### src/logic/can_bias_pkg.sv
// Package with shared types and constants for the CAN bus-bias state control.
package can_bias_pkg;

   // Bias states of the bus.
   typedef enum logic [1:0] {
      BIAS_OFF,
      BIAS_AUTO_INACTIVE,
      BIAS_AUTO_ACTIVE,
      BIAS_ACTIVE
   } bias_state_e;

   // Operating modes selected by the mode logic outside this block.
   typedef enum logic [2:0] {
      MODE_NORMAL,
      MODE_SILENT,
      MODE_STANDBY,
      MODE_GO_TO_SLEEP,
      MODE_SLEEP
   } op_mode_e;

   // Supply monitor flags, all active high.
   typedef struct packed {
      logic battery_uv_falling;
      logic battery_uv_rising;
      logic core_supply_uv_falling;
      logic core_supply_uv_rising;
      logic io_supply_uv_falling;
      logic io_supply_uv_rising;
   } supply_flags_s;

   // Bus pin controls: output enables are high while the block drives.
   typedef struct packed {
      logic canh_o;
      logic canh_oe;
      logic canl_o;
      logic canl_oe;
      logic bias_mid;
      logic bias_gnd;
      logic bias_float;
   } bus_drive_s;

   // Clock rate and silence time.
   localparam int CLK_FREQ_HZ = 25_000_000;
   localparam int BUS_IDLE_TIMEOUT_US = 1000;
   localparam longint BUS_IDLE_TIMEOUT_CYC_L =
      (longint'(BUS_IDLE_TIMEOUT_US) * CLK_FREQ_HZ) / 1_000_000;
   localparam int BUS_IDLE_TIMEOUT_CYC = int'(BUS_IDLE_TIMEOUT_CYC_L);
   localparam int IDLE_CNT_W = 16;

   // Receive sample FIFO.
   localparam int RX_FIFO_WIDTH = 1;
   localparam int RX_FIFO_DEPTH = 4;

   // Reset values.
   localparam logic RXD_RESET = 1'b1;
   localparam logic [15:0] IDLE_CNT_RESET = 16'h0000;

endpackage : can_bias_pkg

### src/logic/sample_fifo.sv
// Small valid/ready FIFO for the receive path samples.
`timescale 1ns/1ps
module sample_fifo #(
   parameter int WIDTH = 1,
   parameter int DEPTH = 4
) (
   input wire logic core_clk_i,
   input wire logic rst_b_i,
   input wire logic [WIDTH-1:0] in_data_i,
   input wire logic in_valid_i,
   output logic in_ready_o,
   output logic [WIDTH-1:0] out_data_o,
   output logic out_valid_o,
   input wire logic out_ready_i
);
   localparam int AW = $clog2(DEPTH);

   // Whole FIFO state in one packed struct.
   typedef struct packed {
      logic [DEPTH-1:0][WIDTH-1:0] mem;
      logic [AW-1:0] wr_ptr;
      logic [AW-1:0] rd_ptr;
      logic [AW:0] count;
   } fifo_state_s;

   fifo_state_s st_r;
   fifo_state_s st_nxt;
   logic push;
   logic pop;

   assign in_ready_o = (st_r.count != (AW+1)'(DEPTH));
   assign out_valid_o = (st_r.count != '0);
   assign out_data_o = st_r.mem[st_r.rd_ptr];
   assign push = in_valid_i && in_ready_o;
   assign pop = out_valid_o && out_ready_i;

   // Pointer and count update; a push and pop together leave count unchanged.
   always_comb begin
      st_nxt = st_r;
      if (push) begin
         st_nxt.mem[st_r.wr_ptr] = in_data_i;
         st_nxt.wr_ptr = st_r.wr_ptr + 1'b1;
      end
      if (pop) begin
         st_nxt.rd_ptr = st_r.rd_ptr + 1'b1;
      end
      if (push && !pop) begin
         st_nxt.count = st_r.count + 1'b1;
      end else if (pop && !push) begin
         st_nxt.count = st_r.count - 1'b1;
      end
   end

   // State register.
   always_ff @(posedge core_clk_i or negedge rst_b_i) begin
      if (!rst_b_i) begin
         st_r <= '0;
      end else begin
         st_r <= st_nxt;
      end
   end

endmodule : sample_fifo

### src/logic/can_bias_state_control.sv
// Bus-bias state machine, driver and receiver mapping of a CAN transceiver.
//
// What this block does
// - Battery falling undervoltage forces the off state, bus floating.
// - Off goes to autonomous inactive when battery rises above threshold.
// - Autonomous inactive biases both bus pins to ground.
// - Remote wake in autonomous inactive biases bus mid and enters autonomous active.
// - Without normal or silent mode before idle timeout, fall back to autonomous inactive.
// - Normal/silent to low power: active if idle short, else inactive.
// - Active goes autonomous active on core/io falling flag or short-idle low power.
// - Inactive goes autonomous active on wake or normal/silent with supply undervoltage.
// - Autonomous active returns inactive in low power after idle timeout.
// - Active entered only in normal mode with core and io supplies good.
// - Normal runs driver and receiver; silent disables driver only.
// - Transmit low before leaving standby blocks the transmitter in active.
// - Normal: low transmit drives dominant; receive low while bus dominant.
// - High transmit leaves bus recessive, driver off; receive high when recessive.
// - Silent, standby and sleep keep both bus outputs high impedance.
// - Standby/sleep receive high unless wake persists; tri-state without supplies.
// - Wake receiver replaces normal receiver in sleep and go-to-sleep.
// - Active state biases the bus at half the core supply.
// - Remote wake taken on rising edge of the synchronised wake pattern input.
`timescale 1ns/1ps
module can_bias_state_control
   import can_bias_pkg::*;
(
   input wire logic core_clk_i,
   input wire logic rst_b_i,
   input wire logic [2:0] op_mode_i,
   input wire supply_flags_s supply_i,
   input wire logic txd_i,
   input wire logic bus_dominant_i,
   input wire logic remote_wake_pattern_i,
   input wire logic vsup_present_i,
   input wire logic vio_present_i,
   output bias_state_e bias_state_o,
   output bus_drive_s bus_o,
   output logic rxd_o,
   output logic rxd_oe_o,
   output logic tx_stuck_low_block_o,
   output logic wake_rx_active_o,
   output logic bus_idle_timeout_o
);

   ////////////////////////////////////////////////////////////////////////////
   // Input synchronisers: every pin passes two flops before any logic.

   typedef struct packed {
      logic [2:0] mode;
      supply_flags_s sup;
      logic txd;
      logic dom;
      logic wake;
      logic vsup;
      logic vio;
   } pin_s;

   pin_s pins_in;
   pin_s meta_r;
   pin_s sync_r;

   assign pins_in = '{mode: op_mode_i, sup: supply_i, txd: txd_i, dom: bus_dominant_i,
                      wake: remote_wake_pattern_i, vsup: vsup_present_i,
                      vio: vio_present_i};

   // Two-stage synchroniser; the first stage feeds only the second.
   always_ff @(posedge core_clk_i or negedge rst_b_i) begin
      if (!rst_b_i) begin
         meta_r <= '0;
         sync_r <= '0;
      end else begin
         meta_r <= pins_in;
         sync_r <= meta_r;
      end
   end

   op_mode_e mode;
   logic low_power;
   logic act_mode;
   logic uv_falling_any;
   logic supplies_good;

   assign mode = op_mode_e'(sync_r.mode);
   assign low_power = (mode == MODE_STANDBY) || (mode == MODE_GO_TO_SLEEP) ||
                      (mode == MODE_SLEEP);
   assign act_mode = (mode == MODE_NORMAL) || (mode == MODE_SILENT);
   assign uv_falling_any = sync_r.sup.core_supply_uv_falling ||
                           sync_r.sup.io_supply_uv_falling;
   assign supplies_good = sync_r.sup.core_supply_uv_rising &&
                          sync_r.sup.io_supply_uv_rising && !uv_falling_any;

   ////////////////////////////////////////////////////////////////////////////
   // Receive sample FIFO: samples of the bus pass through it to the rxd flop.

   logic fifo_in_ready;
   logic [0:0] fifo_out_data;
   logic fifo_out_valid;

   sample_fifo #(
      .WIDTH(RX_FIFO_WIDTH),
      .DEPTH(RX_FIFO_DEPTH)
   ) u_rx_fifo (
      .core_clk_i(core_clk_i),
      .rst_b_i(rst_b_i),
      .in_data_i(sync_r.dom),
      .in_valid_i(1'b1),
      .in_ready_o(fifo_in_ready),
      .out_data_o(fifo_out_data),
      .out_valid_o(fifo_out_valid),
      .out_ready_i(1'b1)
   );

   ////////////////////////////////////////////////////////////////////////////
   // Block state, one packed struct.

   typedef struct packed {
      bias_state_e state;
      logic [IDLE_CNT_W-1:0] idle_cnt;
      logic timeout;
      logic [2:0] prev_mode;
      logic txd_low_seen;
      logic tx_block;
      logic wake_hold;
      logic prev_wake;
      logic rx_dom;
      bus_drive_s bus;
      logic rxd;
      logic rxd_oe;
      logic wake_rx;
   } blk_s;

   blk_s st_r;
   blk_s st_nxt;
   logic mode_to_low;
   logic wake_event;

   assign mode_to_low = low_power && ((op_mode_e'(st_r.prev_mode) == MODE_NORMAL) ||
                                      (op_mode_e'(st_r.prev_mode) == MODE_SILENT));
   // Wake is taken on the rising edge of the synchronised pattern flag.
   assign wake_event = sync_r.wake && !st_r.prev_wake;

   // Next-state logic for timer, bias state, driver and receiver.
   always_comb begin
      st_nxt = st_r;
      st_nxt.prev_mode = sync_r.mode;
      st_nxt.prev_wake = sync_r.wake;
      if (fifo_out_valid) begin
         st_nxt.rx_dom = fifo_out_data[0];
      end

      // Idle timer: any dominant restarts it, saturating flag on expiry.
      if (sync_r.dom) begin
         st_nxt.idle_cnt = '0;
         st_nxt.timeout = 1'b0;
      end else if (st_r.idle_cnt >= IDLE_CNT_W'(BUS_IDLE_TIMEOUT_CYC)) begin
         st_nxt.timeout = 1'b1;
      end else begin
         st_nxt.idle_cnt = st_r.idle_cnt + 1'b1;
      end

      // Stuck-low transmit capture while in standby, before leaving it.
      if (mode == MODE_STANDBY) begin
         st_nxt.txd_low_seen = !sync_r.txd;
      end

      // Wake latch persists until normal or silent mode is entered.
      if (wake_event) begin
         st_nxt.wake_hold = 1'b1;
      end else if (act_mode) begin
         st_nxt.wake_hold = 1'b0;
      end

      // Bias state machine. Battery loss dominates every other condition.
      if (sync_r.sup.battery_uv_falling) begin
         st_nxt.state = BIAS_OFF;
      end else begin
         case (st_r.state)
            BIAS_OFF: begin
               if (sync_r.sup.battery_uv_rising) begin
                  st_nxt.state = BIAS_AUTO_INACTIVE;
               end
            end
            BIAS_AUTO_INACTIVE: begin
               if ((mode == MODE_NORMAL) && supplies_good) begin
                  st_nxt.state = BIAS_ACTIVE;
                  // The capture is used once, so a later supply dip cannot re-block.
                  st_nxt.tx_block = st_r.txd_low_seen;
                  st_nxt.txd_low_seen = 1'b0;
               end else if (wake_event || (act_mode && uv_falling_any)) begin
                  st_nxt.state = BIAS_AUTO_ACTIVE;
               end
            end
            BIAS_AUTO_ACTIVE: begin
               if ((mode == MODE_NORMAL) && supplies_good) begin
                  st_nxt.state = BIAS_ACTIVE;
                  st_nxt.tx_block = st_r.txd_low_seen;
                  st_nxt.txd_low_seen = 1'b0;
               end else if (low_power && st_r.timeout) begin
                  st_nxt.state = BIAS_AUTO_INACTIVE;
               end
            end
            BIAS_ACTIVE: begin
               if (uv_falling_any) begin
                  st_nxt.state = BIAS_AUTO_ACTIVE;
               end else if (mode_to_low) begin
                  // Short idle keeps bias up, long idle drops it.
                  st_nxt.state = st_r.timeout ? BIAS_AUTO_INACTIVE
                                              : BIAS_AUTO_ACTIVE;
               end
            end
            default: st_nxt.state = BIAS_OFF;
         endcase
      end
      if (st_nxt.state != BIAS_ACTIVE) begin
         st_nxt.tx_block = 1'b0;
      end

      // Bias selection per state.
      st_nxt.bus.bias_float = (st_nxt.state == BIAS_OFF);
      st_nxt.bus.bias_gnd = (st_nxt.state == BIAS_AUTO_INACTIVE);
      st_nxt.bus.bias_mid = (st_nxt.state == BIAS_AUTO_ACTIVE) ||
                            (st_nxt.state == BIAS_ACTIVE);

      // Driver: only normal mode in active state with no block drives dominant.
      st_nxt.bus.canh_o = 1'b1;
      st_nxt.bus.canl_o = 1'b0;
      st_nxt.bus.canh_oe = (st_nxt.state == BIAS_ACTIVE) && (mode == MODE_NORMAL) &&
                           !st_nxt.tx_block && !sync_r.txd;
      st_nxt.bus.canl_oe = st_nxt.bus.canh_oe;

      // Receiver: full receiver in normal/silent, wake latch on rxd otherwise; wake receiver flag in sleep and go-to-sleep only.
      st_nxt.wake_rx = (mode == MODE_SLEEP) || (mode == MODE_GO_TO_SLEEP);
      if (act_mode) begin
         st_nxt.rxd = !st_r.rx_dom;
         st_nxt.rxd_oe = sync_r.vio;
      end else begin
         st_nxt.rxd = !st_r.wake_hold;
         st_nxt.rxd_oe = sync_r.vio && sync_r.vsup;
      end
   end

   // State register.
   always_ff @(posedge core_clk_i or negedge rst_b_i) begin
      if (!rst_b_i) begin
         st_r <= '0;
         st_r.rxd <= RXD_RESET;
         st_r.idle_cnt <= IDLE_CNT_RESET;
         st_r.bus.bias_float <= 1'b1;
         st_r.bus.canh_o <= 1'b1;
      end else begin
         st_r <= st_nxt;
      end
   end

   // Outputs come straight from the state flops.
   assign bias_state_o = st_r.state;
   assign bus_o = st_r.bus;
   assign rxd_o = st_r.rxd;
   assign rxd_oe_o = st_r.rxd_oe;
   assign tx_stuck_low_block_o = st_r.tx_block;
   assign wake_rx_active_o = st_r.wake_rx;
   assign bus_idle_timeout_o = st_r.timeout;

   ////////////////////////////////////////////////////////////////////////////
   // Checks.

   chk_off_on_batt: assert property (@(posedge core_clk_i) disable iff (!rst_b_i)
      sync_r.sup.battery_uv_falling |=> (st_r.state == BIAS_OFF) && st_r.bus.bias_float)
      else $error("battery loss did not force off state");

   chk_off_exit: assert property (@(posedge core_clk_i) disable iff (!rst_b_i)
      (st_r.state == BIAS_OFF) && !sync_r.sup.battery_uv_falling &&
      sync_r.sup.battery_uv_rising |=> (st_r.state == BIAS_AUTO_INACTIVE))
      else $error("off state not left on battery recovery");

   chk_inactive_gnd: assert property (@(posedge core_clk_i) disable iff (!rst_b_i)
      (st_r.state == BIAS_AUTO_INACTIVE) |-> st_r.bus.bias_gnd && !st_r.bus.bias_mid)
      else $error("inactive state not ground biased");

   chk_wake_active: assert property (@(posedge core_clk_i) disable iff (!rst_b_i)
      (st_r.state == BIAS_AUTO_INACTIVE) && wake_event && !sync_r.sup.battery_uv_falling &&
      !((mode == MODE_NORMAL) && supplies_good) |=> (st_r.state == BIAS_AUTO_ACTIVE))
      else $error("wake did not raise bias");

   chk_timeout_drop: assert property (@(posedge core_clk_i) disable iff (!rst_b_i)
      (st_r.state == BIAS_AUTO_ACTIVE) && low_power && st_r.timeout &&
      !sync_r.sup.battery_uv_falling |=> (st_r.state == BIAS_AUTO_INACTIVE))
      else $error("autonomous active kept after idle timeout");

   chk_active_gate: assert property (@(posedge core_clk_i) disable iff (!rst_b_i)
      (st_r.state != BIAS_ACTIVE) ##1 (st_r.state == BIAS_ACTIVE) |->
      $past(mode == MODE_NORMAL) && $past(supplies_good))
      else $error("active entered without normal mode and good supplies");

   chk_hiz_lowpwr: assert property (@(posedge core_clk_i) disable iff (!rst_b_i)
      $past(mode != MODE_NORMAL) |-> !st_r.bus.canh_oe && !st_r.bus.canl_oe)
      else $error("driver enabled outside normal mode");

   chk_stuck_block: assert property (@(posedge core_clk_i) disable iff (!rst_b_i)
      st_r.tx_block |-> !st_r.bus.canh_oe && (st_r.state == BIAS_ACTIVE))
      else $error("blocked transmitter drove the bus");

   chk_timer_restart: assert property (@(posedge core_clk_i) disable iff (!rst_b_i)
      sync_r.dom |=> (st_r.idle_cnt == '0) && !st_r.timeout)
      else $error("idle timer not restarted by activity");

   chk_rxd_wake: assert property (@(posedge core_clk_i) disable iff (!rst_b_i)
      low_power && wake_event ##1 low_power |=> !st_r.rxd)
      else $error("wake not shown on receive output");

   // The receive delay relies on the queue never filling; a stall would skew rxd timing.
   chk_fifo_room: assert property (@(posedge core_clk_i) disable iff (!rst_b_i)
      fifo_in_ready)
      else $error("receive sample queue ran full");

   chk_off_float: assert property (@(posedge core_clk_i) disable iff (!rst_b_i)
      (st_r.state == BIAS_OFF) |-> st_r.bus.bias_float && !st_r.bus.bias_mid &&
      !st_r.bus.bias_gnd && !st_r.bus.canh_oe)
      else $error("off state loads the bus");

   chk_active_bias: assert property (@(posedge core_clk_i) disable iff (!rst_b_i)
      (st_r.state == BIAS_ACTIVE) |-> st_r.bus.bias_mid && !st_r.bus.bias_gnd)
      else $error("active state not mid biased");

   chk_drv_gate: assert property (@(posedge core_clk_i) disable iff (!rst_b_i)
      st_r.bus.canh_oe |-> (st_r.state == BIAS_ACTIVE) && !st_r.tx_block && st_r.bus.canl_oe)
      else $error("driver enabled outside active state");

   chk_uv_to_auto: assert property (@(posedge core_clk_i) disable iff (!rst_b_i)
      (st_r.state == BIAS_ACTIVE) && uv_falling_any && !sync_r.sup.battery_uv_falling
      |=> (st_r.state == BIAS_AUTO_ACTIVE))
      else $error("supply dip did not leave active state");

   chk_low_short: assert property (@(posedge core_clk_i) disable iff (!rst_b_i)
      (st_r.state == BIAS_ACTIVE) && mode_to_low && !uv_falling_any && !st_r.timeout &&
      !sync_r.sup.battery_uv_falling |=> (st_r.state == BIAS_AUTO_ACTIVE))
      else $error("short idle low power entry dropped the bias");

   chk_low_long: assert property (@(posedge core_clk_i) disable iff (!rst_b_i)
      (st_r.state == BIAS_ACTIVE) && mode_to_low && !uv_falling_any && st_r.timeout &&
      !sync_r.sup.battery_uv_falling |=> (st_r.state == BIAS_AUTO_INACTIVE))
      else $error("long idle low power entry kept the bias");

   chk_wake_rx_mode: assert property (@(posedge core_clk_i) disable iff (!rst_b_i)
      (mode == MODE_SLEEP) || (mode == MODE_GO_TO_SLEEP) |=> st_r.wake_rx)
      else $error("wake receiver off in sleep modes");

   chk_rxd_oe_supply: assert property (@(posedge core_clk_i) disable iff (!rst_b_i)
      low_power && !(sync_r.vio && sync_r.vsup) |=> !st_r.rxd_oe)
      else $error("receive output driven without supplies");

   chk_uv_inactive: assert property (@(posedge core_clk_i) disable iff (!rst_b_i)
      (st_r.state == BIAS_AUTO_INACTIVE) && act_mode && uv_falling_any &&
      !sync_r.sup.battery_uv_falling |=> (st_r.state == BIAS_AUTO_ACTIVE))
      else $error("normal mode with supply dip did not raise bias");

endmodule : can_bias_state_control

### config.mk
export PLATFORM = sky130hd
export DESIGN_NAME = can_bias_state_control
export DESIGN_NICKNAME = d
export VERILOG_FILES = /design/src/logic/can_bias_pkg.sv /design/src/logic/sample_fifo.sv /design/src/logic/can_bias_state_control.sv
export SDC_FILE = /design/constraint.sdc
export NUM_CORES = 1
export LEC_CHECK = 0
export BUFFER_PORTS_ARGS = -buffer_cell sky130_fd_sc_hd__buf_2
export CAP_MARGIN = 5
export CORE_AREA = 8 8 88 90
export DETAILED_ROUTE_END_ITERATION = 8
export DIE_AREA = 0 0 96 98
export MAX_ROUTING_LAYER = met4
export PLACE_DENSITY = 0.73
export SLEW_MARGIN = 20
export SYNTH_ARGS = -nofsm -noshare
export SYNTH_HDL_FRONTEND = slang
export SYNTH_SLANG_ARGS = --single-unit
### constraint.sdc
create_clock -name core_clk_i -period 2.45 [get_ports core_clk_i]
set_clock_uncertainty 0.15 [all_clocks]
set_input_delay 0.1225 -clock core_clk_i [delete_from_list [all_inputs] [get_ports core_clk_i]]
set_output_delay 0.1225 -clock core_clk_i [all_outputs]
set_load 0.05 [all_outputs]
==> results.tsv <==
metric	value	unit
final setup TNS	0	ns
Pins Over Slew Limit	0	
pre-CTS WS	0.254	ns
final worst setup slack	0.231	ns
Placer Congestion	0.840	
n_diodes	0	
post-cts resize count	0	
Synth top cells by count	70 x dfrtp_1, 20 x nand2_1, 19 x nor2_1	
clk buf depth	2	
Net Count, Synth	289	
Yosys top cell by area	dfrtp_1	
postcts setup bufs	0	
Hold/Removal Path Class	reg -> reg	
RSZ-0062 raised after global routing	false	
gr ovfl total	0	
number of DRC markers in iteration 0	67	
# IOs	30	
input/output buffers	27	
Chip Width	96	microns
row count	30	
routed vias	2003	
area grow syn2layout	18.0	%
worst reg2reg endpoint	bus_o[0]	
Hold Vio Cnt, Final	0	
full die area	0.00941	sq mm
Setup-failing EPs final	0	
Max-cap violations	0	
Slew @ Worst Pin	0.793	ns
all-layer global routing usage	13.0	%
top post-synthesis cells by area	dfrtp_1 58%, ha_1 4.1%, mux2_2 2.6%	
clk_lat worst skew	0.35	ns
CP Data Required Time	2.59	ns
first-pass GRT wire length	9110	microns
Setup crit end	bus_o[0]	
P_leak	0.00169	uW
Tmin final	2.22	ns
DRC errors left	0	
Worst setup SP type	flip-flop	
count leader, synth	dfrtp_1	
Mapped Area	0.00305	sq mm
RR Startpoint	bias_state_o[1]	
top_reg_cell synth	dfrtp_1	
total power	2910	uW
Yosys top cell area share	57.5	%
largest net degree at the start of global routing	34	
Clock Sinks	72	
Total Routed Length	5180	microns
Post-Syn Instances	262	
WP data arrival	2.36	ns
Core Box Area	0.00649	sq mm
outcome	complete, no violations	
clk slew on worst S/H paths	0.08	ns
slew margin rel.	46.9	%
Synth Register Bits	72	
Critical path origin	bias_state_o[1]	
initial antenna violation count	0	
Async S/R FF share, synth	100	%
YS warnings	0	
reg2reg setup slack	0.23	ns
PD cells	811	mW/mm^2
CP endpoint kind	flip-flop	
Detail Placement HPWL	3670	microns
Initial Util	46.9	%
WS Path Type	reg -> reg	
reg2reg path depth	7	
Distinct cells, synth	52	
layout cell share with drive strength beyond 1	20.4	%
final period utilization	90.6	%
hold buffer count at cts	15	
chip height	98	microns
DR WL/cell	13.3	microns
via/cell ratio	5.15	
ANT nets after route	0	
CTS Buf Count	9	
Root Buffer Master	clkbuf_8	
vias in the first global route	2075	
hold slack final	0.196	ns
sequential area share after synthesis	59.2	%
Final Net Count	331	
VDD IR max	0.000669	V
# fillers	541	
CTS tree	done	
Avg Cell Area, Syn	11.6	sq um
Post-synth EDFFs	0	
H-tree levels	3	
fmax	451	MHz
hold path depth	0	
DR pass1 iterations	4	
worst-path maximum fanout	7	
## worst min-delay path by stage
stage          startpoint               to  slack, ns
3_5_place_dp      rst_b_i         rxd_oe_o       0.07
4_1_cts         meta_r[6]        sync_r[6]       0.20
2_1_floorplan     rst_b_i  bias_state_o[0]      -0.32
6_report        meta_r[6]        sync_r[6]       0.20
3_3_place_gp      rst_b_i         rxd_oe_o       0.06
5_1_grt         meta_r[6]        sync_r[6]       0.21
## layout by cell type (no fill, tap or decap), types with 9 or more instances in the layout
cell type	count
clkbuf_8	9
o21ai_0	11
dfrtp_1	70
inv_1	15
buf_2	27
ha_1	10
a21oi_1	14
nor2_1	19
nand2_1	20
dlygate4sd3_1	15
## stage by stage
stage / cell area, sq um / util [%] / std cells
after detailed placement: 3220 / 49.6 / 358
final: 3590 / 55.3 / 389
after floorplan: 3050 / - / 262
after global placement: 3220 / 49.6 / 358
after global routing: 3590 / 55.3 / 389
after CTS: 3590 / 55.3 / 389
## critical path, cell delays in order, from the launching register on
cell and delay (ns):
dfrtp_1 0.45, inv_1 0.13, ha_1 0.22, and3_1 0.17
a221o_1 0.31, o31ai_1 0.52, inv_2 0.10, nor2_2 0.12
## flip-flops by register name, indices dropped and copies added, names as in the netlist
name	count
mode	3
u_rx_fifo.st_r	11
st_nxt	1
rxd_oe_o	1
bus_idle_timeout_o	1
sync_r	10
bias_state_o	2
tx_stuck_low_block_o	1
wake_rx_active_o	1
rxd_o	1
st_r	22
bus_o	4
meta_r	14
## logic make-up after synthesis
logic type | share of synthesized area [%]
and+or+nand+nor | 13.3
other | 0.247
DFF | 59.2
adders and majority gates | 4.77
xor gates and xnor gates | 1.15
muxes | 5.09
AOI/OAI and AO/OA | 11.2
buffers and inverters | 5.05
## cell type report
cell class / instances / area, sq um / share of cell area, %
Clock buffer: 10 / 128 / 3.55
Clock inverter: 6 / 93.8 / 2.61
Inverter: 17 / 63.8 / 1.78
Multi-Input combinational cell: 158 / 1090 / 30.3
Sequential cell: 72 / 1800 / 50.2
Tap cell: 80 / 100 / 2.79
Timing Repair Buffer: 46 / 315 / 8.78
## report_power, final
part           leakage (uW)  total (uW)  switching (uW)  internal [uW]
clock              0.000107        1020             445            578
combinational      0.000694         550             370            180
sequential         0.000893        1340            62.9           1280
## routing by layer
layer	vias to the layer above	wire length, microns	GRT usage (%)
met2	38	2560	19.9
met4	0	104	6.86
met5	-	0	-
met3	10	326	5.37
met1	976	2190	13.8
li1	979	-	-
No activity file was read; power rests on OpenSTA's default activity.
